## src/logic/tro_pkg.sv

```systemverilog
// constants, types and register map of the tone and ringing oscillator control bank
package tro_pkg;

  // clock and time bases
  localparam int unsigned CLK_PERIOD_NS   = 25;
  localparam int unsigned CADENCE_LSB_NS  = 125000;
  localparam int unsigned CADENCE_LSB_CYC = CADENCE_LSB_NS / CLK_PERIOD_NS;
  localparam int unsigned IND_UPDATE_NS   = 62500;
  localparam int unsigned IND_UPDATE_CYC  = IND_UPDATE_NS / CLK_PERIOD_NS;

  // counter widths and oscillator count
  localparam int unsigned SUB_W  = 16;
  localparam int unsigned UNIT_W = 16;
  localparam int unsigned UPD_W  = 12;
  localparam int unsigned NOSC   = 3;

  // register indices; byte address is four times the index
  localparam logic [7:0] IDX_IND_DATA_LO  = 8'h1C;
  localparam logic [7:0] IDX_IND_DATA_HI  = 8'h1D;
  localparam logic [7:0] IDX_IND_ADDR     = 8'h1E;
  localparam logic [7:0] IDX_IND_PENDING  = 8'h1F;
  localparam logic [7:0] IDX_TONE1_CTL    = 8'h20;
  localparam logic [7:0] IDX_TONE2_CTL    = 8'h21;
  localparam logic [7:0] IDX_RING_CTL     = 8'h22;
  localparam logic [7:0] IDX_RING_ENABLE  = 8'h23;
  // per oscillator: on low, on high, off low, off high
  localparam logic [NOSC-1:0][7:0] TMR_BASE = {8'h30, 8'h28, 8'h24};

  // control field positions
  localparam int unsigned BIT_STATUS   = 7;
  localparam int unsigned BIT_RESTART  = 6;
  localparam int unsigned BIT_ZC_STOP  = 5;
  localparam int unsigned BIT_ON_LINE  = 5;
  localparam int unsigned BIT_ON_TEN   = 4;
  localparam int unsigned BIT_OFF_TEN  = 3;
  localparam int unsigned BIT_ENABLE   = 2;
  localparam int unsigned BIT_ROUTE_TX = 0;
  localparam int unsigned BIT_ROUTE_RX = 1;
  localparam int unsigned BIT_DC_OFS   = 1;
  localparam int unsigned BIT_TRAPEZ   = 0;

  // writable bits per control register, and reset values
  localparam logic [NOSC-1:0][7:0] CTL_WMASK = {8'h1B, 8'h3F, 8'h7F};
  localparam logic [7:0]           CTL_RST   = 8'h00;
  localparam logic [15:0]          TMR_RST   = 16'h0000;

  typedef enum logic [2:0] {CAD_IDLE, CAD_ON, CAD_ZWAIT, CAD_OFF, CAD_DONE} tro_cad_e;

  typedef struct packed {
    logic        strobe;
    logic        write;
    logic [7:0]  addr;
    logic [15:0] wdata;
  } tro_ind_req_s;

  typedef struct packed {
    logic [31:0]                       prdata;
    logic                              pready;
    logic                              pslverr;
    logic [NOSC-1:0][7:0]              ctl;
    logic                              ring_en;
    logic [NOSC-1:0][1:0][15:0]        tmr;
    tro_cad_e [NOSC-1:0]               st;
    logic [NOSC-1:0][UNIT_W-1:0]       unit;
    logic [NOSC-1:0][SUB_W-1:0]        sub;
    logic [NOSC-1:0]                   active;
    logic                              ring_line;
    logic [1:0]                        tone_tx;
    logic [1:0]                        tone_rx;
    logic [UPD_W-1:0]                  upd;
    logic                              pending;
    logic                              data_wr;
    logic                              wr_op;
    logic [7:0]                        ind_addr;
    logic [15:0]                       ind_data;
    tro_ind_req_s                      req;
  } tro_state_s;

endpackage

```

## src/logic/tro_ctl.sv

```systemverilog
// apb register bank and cadence sequencers for two tone oscillators and the ringing oscillator
//
// Function
// - pending-access status bit 0 reads 1 while an indirect access waits; bits above zero.
// - tone 1 control bit 7 shows whether tone 1 output is active.
// - tone 1 auto-restart clear stops after off period; set keeps reloading and running.
// - tone 1 zero-cross bit delays signal end to first zero crossing after on expiry.
// - tone 1 bits 4 and 3 enable its on-period and off-period timers.
// - control bit 2 switches each tone oscillator on or off.
// - routing 00 none, 01 transmit, 10 receive, 11 both paths.
// - tone 2 control bit 7 shows whether tone 2 output is active.
// - tone 2 zero-cross bit makes its signal end at a zero crossing.
// - tone 2 bits 4 and 3 enable its on-period and off-period timers.
// - ring control bit 7 shows whether ringing oscillator output is active.
// - ring drive waits for joining the dc feed; bit 5 shows ringing on line.
// - ring bits 4 and 3 enable ringing on-period and off-period timers.
// - ring control bit 2 is a read-only copy of ringing oscillator enable.
// - ring control bit 1 adds a dc offset to the ringing waveform.
// - ring control bit 0 selects sinusoid (0) or trapezoid (1).
// - cadence timer values count in 125 us steps.
// - address write alone reads, data then address writes; done at next 16 kHz update.
`timescale 1ns/1ps

module tro_ctl
  import tro_pkg::*;
#(
  parameter int unsigned P_CADENCE_LSB_CYC = CADENCE_LSB_CYC
) (
  input  wire logic         I_MCLK,
  input  wire logic         I_RST_N,
  input  wire logic         I_PSEL,
  input  wire logic         I_PENABLE,
  input  wire logic         I_PWRITE,
  input  wire logic [11:0]  I_PADDR,
  input  wire logic [31:0]  I_PWDATA,
  output logic [31:0]       O_PRDATA,
  output logic              O_PREADY,
  output logic              O_PSLVERR,
  input  wire logic [1:0]   I_TONE_ZERO_CROSS,
  input  wire logic         I_RING_FEED_CROSS,
  input  wire logic [15:0]  I_IND_RDATA,
  output logic [1:0]        O_TONE_TX,
  output logic [1:0]        O_TONE_RX,
  output logic              O_RING_DRIVE,
  output logic              O_RING_DC_OFFSET,
  output logic              O_RING_TRAPEZOID,
  output tro_ind_req_s      O_IND_REQ
);

  if (P_CADENCE_LSB_CYC < 1 || P_CADENCE_LSB_CYC > (1 << SUB_W)) begin : g_bad_lsb
    $error("cadence step count out of range for the step counter");
  end

  localparam logic [SUB_W-1:0] LSB_LAST = SUB_W'(P_CADENCE_LSB_CYC - 1);
  localparam logic [UPD_W-1:0] UPD_LAST = UPD_W'(IND_UPDATE_CYC - 1);

  tro_state_s s_reg;
  tro_state_s s_next;

  // read decode: bit 8 flags a mapped index
  function automatic logic [8:0] read_reg(input tro_state_s s, input logic [7:0] idx);
    logic [8:0] r;
    r = 9'h000;
    unique case (idx)
      IDX_IND_DATA_LO: r = {1'h1, s.ind_data[7:0]};
      IDX_IND_DATA_HI: r = {1'h1, s.ind_data[15:8]};
      IDX_IND_ADDR:    r = {1'h1, s.ind_addr};
      IDX_IND_PENDING: r = {1'h1, 7'h00, s.pending};
      IDX_TONE1_CTL:   r = {1'h1, s.active[0], s.ctl[0][6:0]};
      IDX_TONE2_CTL:   r = {1'h1, s.active[1], 1'h0, s.ctl[1][5:0]};
      IDX_RING_CTL:    r = {1'h1, s.active[2], 1'h0, s.ring_line, s.ctl[2][4:3],
                            s.ring_en, s.ctl[2][1:0]};
      IDX_RING_ENABLE: r = {1'h1, 7'h00, s.ring_en};
      default:         r = 9'h000;
    endcase
    for (int i = 0; i < NOSC; i++) begin
      if (idx[7:2] == TMR_BASE[i][7:2]) begin
        r = {1'h1, idx[0] ? s.tmr[i][idx[1]][15:8] : s.tmr[i][idx[1]][7:0]};
      end
    end
    return r;
  endfunction

  logic [7:0] idx;
  logic       aligned;
  logic [8:0] rd;
  logic       wr_take;
  logic [7:0] wbyte;

  assign idx     = I_PADDR[9:2];
  assign aligned = (I_PADDR[1:0] == 2'h0) && (I_PADDR[11:10] == 2'h0);
  assign rd      = read_reg(s_reg, idx);
  // a write lands only at the access edge that completes the transfer
  assign wr_take = I_PSEL && I_PENABLE && s_reg.pready && I_PWRITE && !s_reg.pslverr;
  assign wbyte   = I_PWDATA[7:0];

  always_comb begin
    logic             en;
    logic             zc_stop;
    logic             restart;
    logic [2:0]       zc_in;
    logic             step;
    logic             expired;
    logic             counting;
    logic             load_on;
    logic             load_off;
    en       = 1'h0;
    zc_stop  = 1'h0;
    restart  = 1'h0;
    zc_in    = {1'h0, I_TONE_ZERO_CROSS};
    step     = 1'h0;
    expired  = 1'h0;
    counting = 1'h0;
    load_on  = 1'h0;
    load_off = 1'h0;
    s_next   = s_reg;

    // apb: setup cycle prepares the answer, access cycle completes with no wait state
    s_next.pready  = 1'h0;
    s_next.pslverr = 1'h0;
    if (I_PSEL && !I_PENABLE) begin
      s_next.pready  = 1'h1;
      s_next.pslverr = !(rd[8] && aligned);
      s_next.prdata  = (rd[8] && aligned && !I_PWRITE) ? {24'h000000, rd[7:0]} : 32'h00000000;
    end

    // indirect update runs at the 16 kHz rate
    s_next.req.strobe = 1'h0;
    s_next.upd = (s_reg.upd == UPD_LAST) ? '0 : UPD_W'(s_reg.upd + 1'h1);
    if (s_reg.upd == UPD_LAST && s_reg.pending) begin
      s_next.req.strobe = 1'h1;
      s_next.req.write  = s_reg.wr_op;
      s_next.req.addr   = s_reg.ind_addr;
      s_next.req.wdata  = s_reg.ind_data;
      if (!s_reg.wr_op) begin
        s_next.ind_data = I_IND_RDATA;
      end
      s_next.pending = 1'h0;
    end

    // cadence sequencers
    for (int i = 0; i < NOSC; i++) begin
      en       = (i == 2) ? s_reg.ring_en : s_reg.ctl[i][BIT_ENABLE];
      zc_stop  = (i != 2) && s_reg.ctl[i][BIT_ZC_STOP];
      // only tone 1 may stop after a timed off period; the others restart there
      restart  = (i == 0) ? s_reg.ctl[0][BIT_RESTART] : 1'h1;
      counting = (s_reg.st[i] == CAD_ON  && s_reg.ctl[i][BIT_ON_TEN]) ||
                 (s_reg.st[i] == CAD_OFF && s_reg.ctl[i][BIT_OFF_TEN]);
      step     = counting && (s_reg.sub[i] == LSB_LAST);
      expired  = step && (s_reg.unit[i] <= UNIT_W'(1));
      load_on  = 1'h0;
      load_off = 1'h0;
      if (counting) begin
        s_next.sub[i] = step ? '0 : SUB_W'(s_reg.sub[i] + 1'h1);
        if (step && !expired) begin
          s_next.unit[i] = UNIT_W'(s_reg.unit[i] - 1'h1);
        end
      end
      unique case (s_reg.st[i])
        CAD_IDLE: begin
          load_on = en;
        end
        CAD_ON: begin
          if (expired) begin
            if (zc_stop) begin
              s_next.st[i] = CAD_ZWAIT;
            end else begin
              load_off = 1'h1;
            end
          end
        end
        CAD_ZWAIT: begin
          load_off = zc_in[i];
        end
        CAD_OFF: begin
          if (!s_reg.ctl[i][BIT_OFF_TEN]) begin
            s_next.st[i] = CAD_DONE;
          end else if (expired) begin
            if (restart) begin
              load_on = 1'h1;
            end else begin
              s_next.st[i] = CAD_DONE;
            end
          end
        end
        CAD_DONE: begin
          s_next.st[i] = CAD_DONE;
        end
      endcase
      // entering a period rereads the programmed length
      if (load_on) begin
        s_next.st[i]   = CAD_ON;
        s_next.unit[i] = s_reg.tmr[i][0];
        s_next.sub[i]  = '0;
      end
      if (load_off) begin
        s_next.st[i]   = CAD_OFF;
        s_next.unit[i] = s_reg.tmr[i][1];
        s_next.sub[i]  = '0;
      end
      if (!en) begin
        s_next.st[i] = CAD_IDLE;
      end
      s_next.active[i] = (s_next.st[i] == CAD_ON) || (s_next.st[i] == CAD_ZWAIT);
    end

    for (int i = 0; i < 2; i++) begin
      s_next.tone_tx[i] = s_next.active[i] && s_reg.ctl[i][BIT_ROUTE_TX];
      s_next.tone_rx[i] = s_next.active[i] && s_reg.ctl[i][BIT_ROUTE_RX];
    end

    // line drive changes only where the waveform meets the dc feed level
    if (s_reg.active[2] && !s_reg.ring_line && I_RING_FEED_CROSS) begin
      s_next.ring_line = 1'h1;
    end else if (!s_reg.active[2] && s_reg.ring_line && I_RING_FEED_CROSS) begin
      s_next.ring_line = 1'h0;
    end

    // register writes come last so a new address write wins over a completing update
    if (wr_take) begin
      unique case (idx)
        IDX_IND_DATA_LO: begin
          s_next.ind_data[7:0] = wbyte;
          s_next.data_wr       = 1'h1;
        end
        IDX_IND_DATA_HI: begin
          s_next.ind_data[15:8] = wbyte;
          s_next.data_wr        = 1'h1;
        end
        IDX_IND_ADDR: begin
          s_next.ind_addr = wbyte;
          s_next.pending  = 1'h1;
          s_next.wr_op    = s_reg.data_wr;
          s_next.data_wr  = 1'h0;
        end
        IDX_TONE1_CTL:   s_next.ctl[0] = wbyte & CTL_WMASK[0];
        IDX_TONE2_CTL:   s_next.ctl[1] = wbyte & CTL_WMASK[1];
        IDX_RING_CTL:    s_next.ctl[2] = wbyte & CTL_WMASK[2];
        IDX_RING_ENABLE: s_next.ring_en = wbyte[0];
        default: begin
          for (int i = 0; i < NOSC; i++) begin
            if (idx[7:2] == TMR_BASE[i][7:2]) begin
              if (idx[0]) begin
                s_next.tmr[i][idx[1]][15:8] = wbyte;
              end else begin
                s_next.tmr[i][idx[1]][7:0] = wbyte;
              end
            end
          end
        end
      endcase
    end
  end

  always_ff @(posedge I_MCLK or negedge I_RST_N) begin
    if (!I_RST_N) begin
      s_reg         <= '0;
      s_reg.ctl     <= {NOSC{CTL_RST}};
      s_reg.tmr     <= {(2 * NOSC){TMR_RST}};
      s_reg.st      <= '{default: CAD_IDLE};
    end else begin
      s_reg <= s_next;
    end
  end

  assign O_PRDATA         = s_reg.prdata;
  assign O_PREADY         = s_reg.pready;
  assign O_PSLVERR        = s_reg.pslverr;
  assign O_TONE_TX        = s_reg.tone_tx;
  assign O_TONE_RX        = s_reg.tone_rx;
  assign O_RING_DRIVE     = s_reg.ring_line;
  assign O_RING_DC_OFFSET = s_reg.ctl[2][BIT_DC_OFS];
  assign O_RING_TRAPEZOID = s_reg.ctl[2][BIT_TRAPEZ];
  assign O_IND_REQ        = s_reg.req;

endmodule

```

## config.mk

```make
export PLATFORM = sky130hd
export DESIGN_NAME = tro_ctl
export DESIGN_NICKNAME = d
export VERILOG_FILES = /design/src/logic/tro_pkg.sv /design/src/logic/tro_ctl.sv
export SDC_FILE = /design/constraint.sdc
export NUM_CORES = 1
export LEC_CHECK = 0
export ABC_AREA = 1
export BUFFER_PORTS_ARGS = -buffer_cell sky130_fd_sc_hd__buf_2
export CAP_MARGIN = 20
export CORE_MARGIN = 2
export CORE_UTILIZATION = 60
export DETAILED_ROUTE_END_ITERATION = 10
export MAX_ROUTING_LAYER = met4
export PLACE_DENSITY = 0.88
export SKIP_CTS_REPAIR_TIMING = 1
export SYNTH_ARGS = -nofsm -noshare
export SYNTH_HDL_FRONTEND = slang
export SYNTH_SLANG_ARGS = --single-unit
```

## constraint.sdc

```tcl
create_clock -name I_MCLK -period 3.15 [get_ports I_MCLK]
set_input_delay 0.1575 -clock I_MCLK [delete_from_list [all_inputs] [get_ports I_MCLK]]
set_output_delay 0.1575 -clock I_MCLK [all_outputs]
set_load 0.01 [all_outputs]
```

==> flow_summary.rst, run 1 <==
.. list-table::
   :header-rows: 1

   * - Metric
     - Value
   * - Maximum operating frequency
     - 360 MHz
   * - CTS buffer count
     - 34
   * - Total power density per cell area
     - 501 nW/um^2
   * - Starting Density
     - 60.7%
   * - Pin count of the biggest net entering global routing
     - 109
   * - Startpoint of the worst hold path
     - I_PADDR[3]
   * - Critical path data arrival time
     - 3.19 ns
   * - Post-Place Setup Slack
     - 0.493 ns
   * - Cell class contributing the biggest share of worst-path delay
     - simple AND/OR/NAND/NOR gates
   * - Total congestion overflow after global routing
     - 0
   * - Yosys top cell area share
     - 46.5%
   * - Number of buffer cells added on primary ports
     - 86
   * - Vias in the first global route
     - 14,500
   * - Clk Latency, worst-skew pair
     - 0.53 ns
   * - Max reg flops
     - 259
   * - Cell with the most instances after synthesis
     - nand2_1
   * - Number of flops mapped to enable cells by yosys
     - 0
   * - Die height
     - 169 um
   * - Wire per inst
     - 18.2 um
   * - Sequence of cells on the critical path
     - inv_1 > ha_1 > inv_1 > nor2_1 > nand2_1 > nand2_1 > nand3_1 > nor4_1 > nand2_1 > or2_2 > nand3_1 > nand2_1
   * - Leakage power
     - 0.00867 uW
   * - Worst clock skew on the final layout
     - 0.0238 ns
   * - Maximum buffer depth of the clock tree
     - 3
   * - Total Routing Usage GR
     - 32.8%
   * - Mapped Cells
     - 2,081
   * - Delay of the slowest cell on the worst path
     - 0.42 ns
   * - Clock-pin slew reported for the worst setup and hold paths after clock tree synthesis
     - 0.06 ns
   * - # clock sinks
     - 302
   * - Sequential cell area fraction in the yosys report
     - 46.5%
   * - Synth warnings
     - 0
   * - Data required time at the worst endpoint
     - 3.57 ns
   * - Post-DR vias/cell
     - 6.08
   * - Remaining number of nets flagged by the antenna check after routing
     - 0
   * - Final WS setup
     - 0.375 ns
   * - Area growth from synthesis to layout
     - 11.1%
   * - Min cycle time layout
     - 2.77 ns
   * - Synth Flop Type
     - dfrtp_1
   * - Buffers & Inverters on Critical Path
     - 2
   * - Cells taking the most area after synthesis
     - dfrtp_1, nand2_1, o21ai_0, inv_1, nor2_1
   * - Worst min-delay path endpoint
     - s_reg[51]$_DFFE_PN0P_
   * - Worst setup path startpoint
     - s_reg[153]$_DFFE_PN0P_
   * - Number of maximum-capacitance constraint violations
     - 0
   * - Hpwl dp
     - 31,600 um
   * - Cell taking the most area after synthesis
     - dfrtp_1
   * - Startpoint kind of the worst setup timing path
     - flop
   * - Proportion of synthesized flip-flops having asynchronous set or reset
     - 100%
   * - Floorplan row count
     - 60
   * - Total power
     - 9060 uW
   * - Worst setup path category
     - reg -> reg
   * - Setup violations, final
     - 0
   * - Crit. End Element
     - flop
   * - Count of distinct cell types in the synthesized netlist
     - 54
   * - Initial antenna violation count
     - 1
   * - Global-route wire length before repair
     - 72,900 um
   * - Worst reg2reg path depth
     - 12
   * - Net total in the final layout
     - 2,225
   * - Slew Limit Fails
     - 0
   * - Slew headroom
     - 27.5%
   * - R2r endpoint
     - s_reg[165]$_DFFE_PN0P_
   * - Overall die area
     - 28,400 um^2
   * - Netlist area before placement
     - 16,300 um^2
   * - Layout cells sized above 1
     - 10.1%
   * - Floorplan core area
     - 26,800 um^2
   * - Number of optimization iterations in the first detailed-route pass
     - 5
   * - Critical path's slowest cell
     - or2_2
   * - Max rail drop VDD
     - 414 uV
   * - Run status
     - completed
   * - Cell depth of the worst min-delay path
     - 4
   * - Largest fanout of any net on the critical path
     - 18
   * - Detailed Route WL
     - 45,700 um
   * - Mean instance size in the synthesized netlist
     - 7.82 um^2
   * - Min-Delay Path Class
     - in -> reg
   * - First-iteration detailed-routing DRC count
     - 1,551
   * - Maximum level of the CTS H-tree
     - 2
   * - Setup slack, reg-to-reg
     - 0.38 ns
   * - I/O pin total
     - 135
   * - Startpoint of the worst register-to-register path
     - s_reg[153]$_DFFE_PN0P_
   * - Number of hold violations in the final report
     - 0
   * - Setup Total Neg Slack
     - 0 ns
   * - Crit share post-route
     - 88.1%
   * - Setup repair after global routing missed its margin
     - no
   * - Via count
     - 15,300
   * - Most instantiated cells after synthesis
     - nand2_1, dfrtp_1, o21ai_0, inv_1, nor2_1
   * - Tightest Pin Transition
     - 1.09 ns
   * - Chip Width
     - 169 um
   * - Root Buffer Master
     - clkbuf_16
   * - Remaining DRCs
     - 0
   * - Flip-flop and latch count after synthesis
     - 302
   * - Clock tree from TritonCTS
     - done
   * - Most frequent CP cell
     - nand2_1
   * - Global placer's final weighted congestion
     - 0.998
worst max-delay path by stage:
| stage | end | cells past startpoint | slack [ns] |
|---|---|---|---|
| after floorplan | s_reg[81]$_DFFE_PN0P_ | 12 | 1.12 |
| after global placement | s_reg[134]$_DFFE_PN0P_ | 12 | 0.57 |
| after detailed placement | s_reg[155]$_DFFE_PN0P_ | 12 | 0.49 |
| after CTS | s_reg[165]$_DFFE_PN0P_ | 12 | 0.45 |
| after global routing | s_reg[155]$_DFFE_PN0P_ | 12 | 0.12 |
| final | s_reg[165]$_DFFE_PN0P_ | 12 | 0.38 |
tightest hold or removal path: stages:
cell     delay, ns
buf_2         0.10
inv_1         0.06
nand3_1       0.11
a21oi_1       0.07
layout make-up:
type	instances	area (um^2)
timing repair buffer	141	958
sequential	302	7560
fill	2026	8720
antenna	2	5.00
tap	341	427
multi-input combinational	1442	7160
inverter	226	848
clock inverter	10	126
clock buffer	48	995
power breakdown:
group / switching, uW / leakage (uW) / internal (uW) / total [uW]
registers: 58.0 / 0.00404 / 3940 / 4000
logic: 690 / 0.00408 / 390 / 1080
clock network: 1610 / 0.000554 / 2370 / 3980
cells in the final DEF, fill, tap and decap left out, types with 40 or more instances in the layout:
cell / count
nand2_1: 442
buf_2: 85
o21ai_0: 240
nor2_1: 185
nor3_1: 40
nand3_1: 124
o22ai_1: 50
inv_1: 215
a21oi_1: 100
dfrtp_1: 302
routing by layer:
metal / track usage [%] / share of wire [%] / vias to the layer above
li1: - / - / 7004
met5: - / 0 / -
met1: 43.1 / 40 / 7189
met3: 5.80 / 9.9 / 153
met2: 51.0 / 46 / 927
met4: 13.2 / 4.1 / 0
logic make-up (layout without fill, tap and decap cells):
kind of cell	Yosys count	in the layout	synth area share, %
DFF	302	302	46.5
other	1	26	0.0231
buffers and inverters	360	425	10.1
and+or+nand+nor	886	886	23.7
AOI/OAI and AO/OA	481	481	16.8
adders and majority gates	10	10	0.769
xor gates and xnor gates	41	41	2.21
through the flow:
stage	instance area, um^2	util [%]	hold slack [ns]	std cells
after floorplan	16400	-	-0.138	2104
after global placement	16700	62.2	0.259	2425
after detailed placement	16700	62.2	0.269	2425
after CTS	17800	66.4	-0.276	2483
after global routing	18100	67.4	0.0257	2511
final	18100	67.4	0.0136	2512
Note: power is estimated with default switching activity, not from simulation.
==> inputs of run 2 (changes only) <==
--- a/config.mk
+++ b/config.mk
@@ -10,6 +10,7 @@
 export CAP_MARGIN = 20
 export CORE_MARGIN = 2
 export CORE_UTILIZATION = 60
+export CTS_BUF_LIST = sky130_fd_sc_hd__clkbuf_4
 export DETAILED_ROUTE_END_ITERATION = 10
 export MAX_ROUTING_LAYER = met4
 export PLACE_DENSITY = 0.88
==> flow_summary.rst, run 2 (synthesized netlist as in run 1, its figures left out) <==
.. list-table::
   :header-rows: 1

   * - Metric
     - Value
   * - Global placer's final weighted congestion
     - 0.998 (unchanged)
   * - # clock sinks
     - 302 (unchanged)
   * - Startpoint of the worst hold path
     - I_PADDR[4] (was I_PADDR[3])
   * - Wire per inst
     - 17.7 um (was 18.2 um)
   * - Total Routing Usage GR
     - 32.6% (was 32.8%)
   * - Switching part of the total power
     - 29.1% (was 26.0%)
   * - Startpoint of the worst register-to-register path
     - s_reg[153]$_DFFE_PN0P_ (unchanged)
   * - Initial antenna violation count
     - 2 (was 1)
   * - Worst reg2reg path depth
     - 12 (unchanged)
   * - Placed instance count
     - 2,425 (unchanged)
   * - Worst clock skew on the final layout
     - 0.0669 ns (was 0.0238 ns)
   * - Leakage power
     - 0.00869 uW (was 0.00867 uW)
   * - Die height
     - 169 um (unchanged)
   * - Maximum buffer depth of the clock tree
     - 3 (unchanged)
   * - Remaining number of nets flagged by the antenna check after routing
     - 0 (unchanged)
   * - Sequence of cells on the critical path
     - inv_1 > ha_1 > inv_1 > nor2_1 > nand2_1 > nand2_1 > nand3_1 > nor4_1 > nand2_1 > or2_2 > nand3_1 > nand2_1 (unchanged)
   * - Net total in the final layout
     - 2,274 (was 2,225)
   * - Maximum operating frequency
     - 365 MHz (was 360 MHz)
   * - Hpwl dp
     - 31,600 um (unchanged)
   * - Detailed Route WL
     - 46,100 um (was 45,700 um)
   * - Area growth from synthesis to layout
     - 10.5% (was 11.1%)
   * - Setup slack, reg-to-reg
     - 0.41 ns (was 0.38 ns)
   * - Clock-pin slew reported for the worst setup and hold paths after clock tree synthesis
     - 0.07 ns (was 0.06 ns)
   * - Root Buffer Master
     - clkbuf_4 (was clkbuf_16)
   * - Setup Total Neg Slack
     - 0 ns (unchanged)
   * - Number of optimization iterations in the first detailed-route pass
     - 7 (was 5)
   * - Post-Route Utilization
     - 67.1% (was 67.4%)
   * - Run status
     - completed (unchanged)
   * - Min cycle time layout
     - 2.74 ns (was 2.77 ns)
   * - Critical path data arrival time
     - 3.36 ns (was 3.19 ns)
   * - CTS buffer count
     - 77 (was 34)
   * - Total power density per cell area
     - 467 nW/um^2 (was 501 nW/um^2)
   * - Floorplan row count
     - 60 (unchanged)
   * - Setup repair after global routing missed its margin
     - no (unchanged)
   * - Chip Width
     - 169 um (unchanged)
   * - Clk Latency, worst-skew pair
     - 0.74 ns (was 0.53 ns)
   * - Remaining DRCs
     - 0 (unchanged)
   * - Slew headroom
     - 28.9% (was 27.5%)
   * - Number of hold violations in the final report
     - 0 (unchanged)
   * - I/O pin total
     - 135 (unchanged)
   * - Starting Density
     - 60.7% (unchanged)
   * - Delay of the slowest cell on the worst path
     - 0.42 ns (about the same)
   * - Most frequent CP cell
     - nand2_1 (unchanged)
   * - Critical path's slowest cell
     - dfrtp_1 (was or2_2)
   * - Total congestion overflow after global routing
     - 0 (unchanged)
   * - Global-route wire length before repair
     - 72,500 um (was 72,900 um)
   * - Most used cells in the layout excluding fill and tap cells
     - nand2_1, dfrtp_1, o21ai_0 (unchanged)
   * - Number of buffer cells added on primary ports
     - 86 (unchanged)
   * - Number of maximum-capacitance constraint violations
     - 0 (unchanged)
   * - Crit share post-route
     - 87.1% (was 88.1%)
   * - Buffers & Inverters on Critical Path
     - 2 (unchanged)
   * - Worst setup path startpoint
     - s_reg[153]$_DFFE_PN0P_ (unchanged)
   * - Clk pwr share
     - 39.7% (was 44.0%)
   * - Max rail drop VDD
     - 388 uV (was 414 uV)
   * - Tightest Pin Transition
     - 1.07 ns (was 1.09 ns)
   * - Crit. End Element
     - flop (unchanged)
   * - Leading cell type in the layout, fill and taps excluded
     - nand2_1 (unchanged)
   * - Internal Dissipation
     - 5950 uW (was 6700 uW)
   * - Max reg flops
     - 259 (unchanged)
   * - Setup violations, final
     - 0 (unchanged)
   * - Combinational share of power
     - 12.7% (was 11.9%)
   * - Finished Layout Cells
     - 2,598 (was 2,512)
   * - Min-Delay Path Class
     - in -> reg (unchanged)
   * - Largest fanout of any net on the critical path
     - 18 (unchanged)
   * - Total power
     - 8400 uW (was 9060 uW)
   * - Via count
     - 15,500 (was 15,300)
   * - Sequential fraction of design power
     - 47.6% (was 44.1%)
   * - Data required time at the worst endpoint
     - 3.77 ns (was 3.57 ns)
   * - Switching Power
     - 2440 uW (was 2360 uW)
   * - R2r endpoint
     - s_reg[155]$_DFFE_PN0P_ (was s_reg[165]$_DFFE_PN0P_)
   * - Slew Limit Fails
     - 0 (unchanged)
   * - Layout cells sized above 1
     - 12.5% (was 10.1%)
   * - Post-route worst hold slack
     - 0.0330 ns (was 0.0136 ns)
   * - Clock tree from TritonCTS
     - done (unchanged)
   * - Startpoint kind of the worst setup timing path
     - flop (unchanged)
   * - Maximum level of the CTS H-tree
     - 3 (was 2)
   * - Pin count of the biggest net entering global routing
     - 109 (unchanged)
   * - Critical Path Sink
     - s_reg[155]$_DFFE_PN0P_ (was s_reg[165]$_DFFE_PN0P_)
   * - Floorplan core area
     - 26,800 um^2 (unchanged)
   * - Worst setup path category
     - reg -> reg (unchanged)
   * - CP Depth
     - 12 (unchanged)
   * - First-iteration detailed-routing DRC count
     - 1,693 (was 1,551)
   * - Overall die area
     - 28,400 um^2 (unchanged)
   * - Cell class contributing the biggest share of worst-path delay
     - simple AND/OR/NAND/NOR gates (unchanged)
   * - Vias in the first global route
     - 14,600 (was 14,500)
   * - Post-DR vias/cell
     - 5.98 (was 6.08)
run 2: power groups by stage:
stage / sequential [uW] / combinational (uW) / clock (uW)
2_1_floorplan: 4050 / 728 / 0
3_3_place_gp: 4060 / 984 / 0
3_5_place_dp: 4060 / 1020 / 0
4_1_cts: 3990 / 1020 / 3360
5_1_grt: 4000 / 1210 / 3560
6_report: 3990 / 1070 / 3330
run 2: routing by layer:
metal  vias up  share of wire [%]  global-route usage (%)
li1       7136                  -                       -
met1      7318                 40                    43.1
met2       908                 46                    50.1
met3       166                9.6                    6.34
met4         0                4.0                    13.0
met5         -                  0                       -
run 2: how the worst min path moves through the flow:
stage	end	slack [ns]	cells past startpoint
after global routing	s_reg[169]$_DFF_PN0_	0.05	7
after CTS	s_reg[95]$_DFFE_PN0P_	-0.48	1
after detailed placement	s_reg[95]$_DFFE_PN0P_	0.27	1
after floorplan	O_IND_REQ[0]$_DFFE_PN0P_	-0.14	0
after global placement	s_reg[95]$_DFFE_PN0P_	0.26	1
final	s_reg[274]$_DFFE_PN0P_	0.03	6
run 2: per-stage QoR:
stage / worst slack, ns / cell area (um^2)
after floorplan: 1.12 / 16400
after global placement: 0.573 / 16700
after detailed placement: 0.493 / 16700
after CTS: 0.468 / 17600
after global routing: 0.132 / 18000
final: 0.407 / 18000
run 2: cell type report:
cell class,instances,area [um^2]
Clock inverter,34,181
Multi-Input combinational cell,1442,7160
Sequential cell,302,7560
Timing Repair Buffer,147,1020
Fill cell,2086,8830
Inverter,226,848
Clock buffer,103,773
Tap cell,341,427
Antenna cell,3,7.51
run 2: worst min-delay path, delay by kind of cell:
kind	cells	cell delay, ns
AO/OA/AOI/OAI	1	0.07
AND/OR/NAND/NOR	3	0.33
buffers and inverters	2	0.16
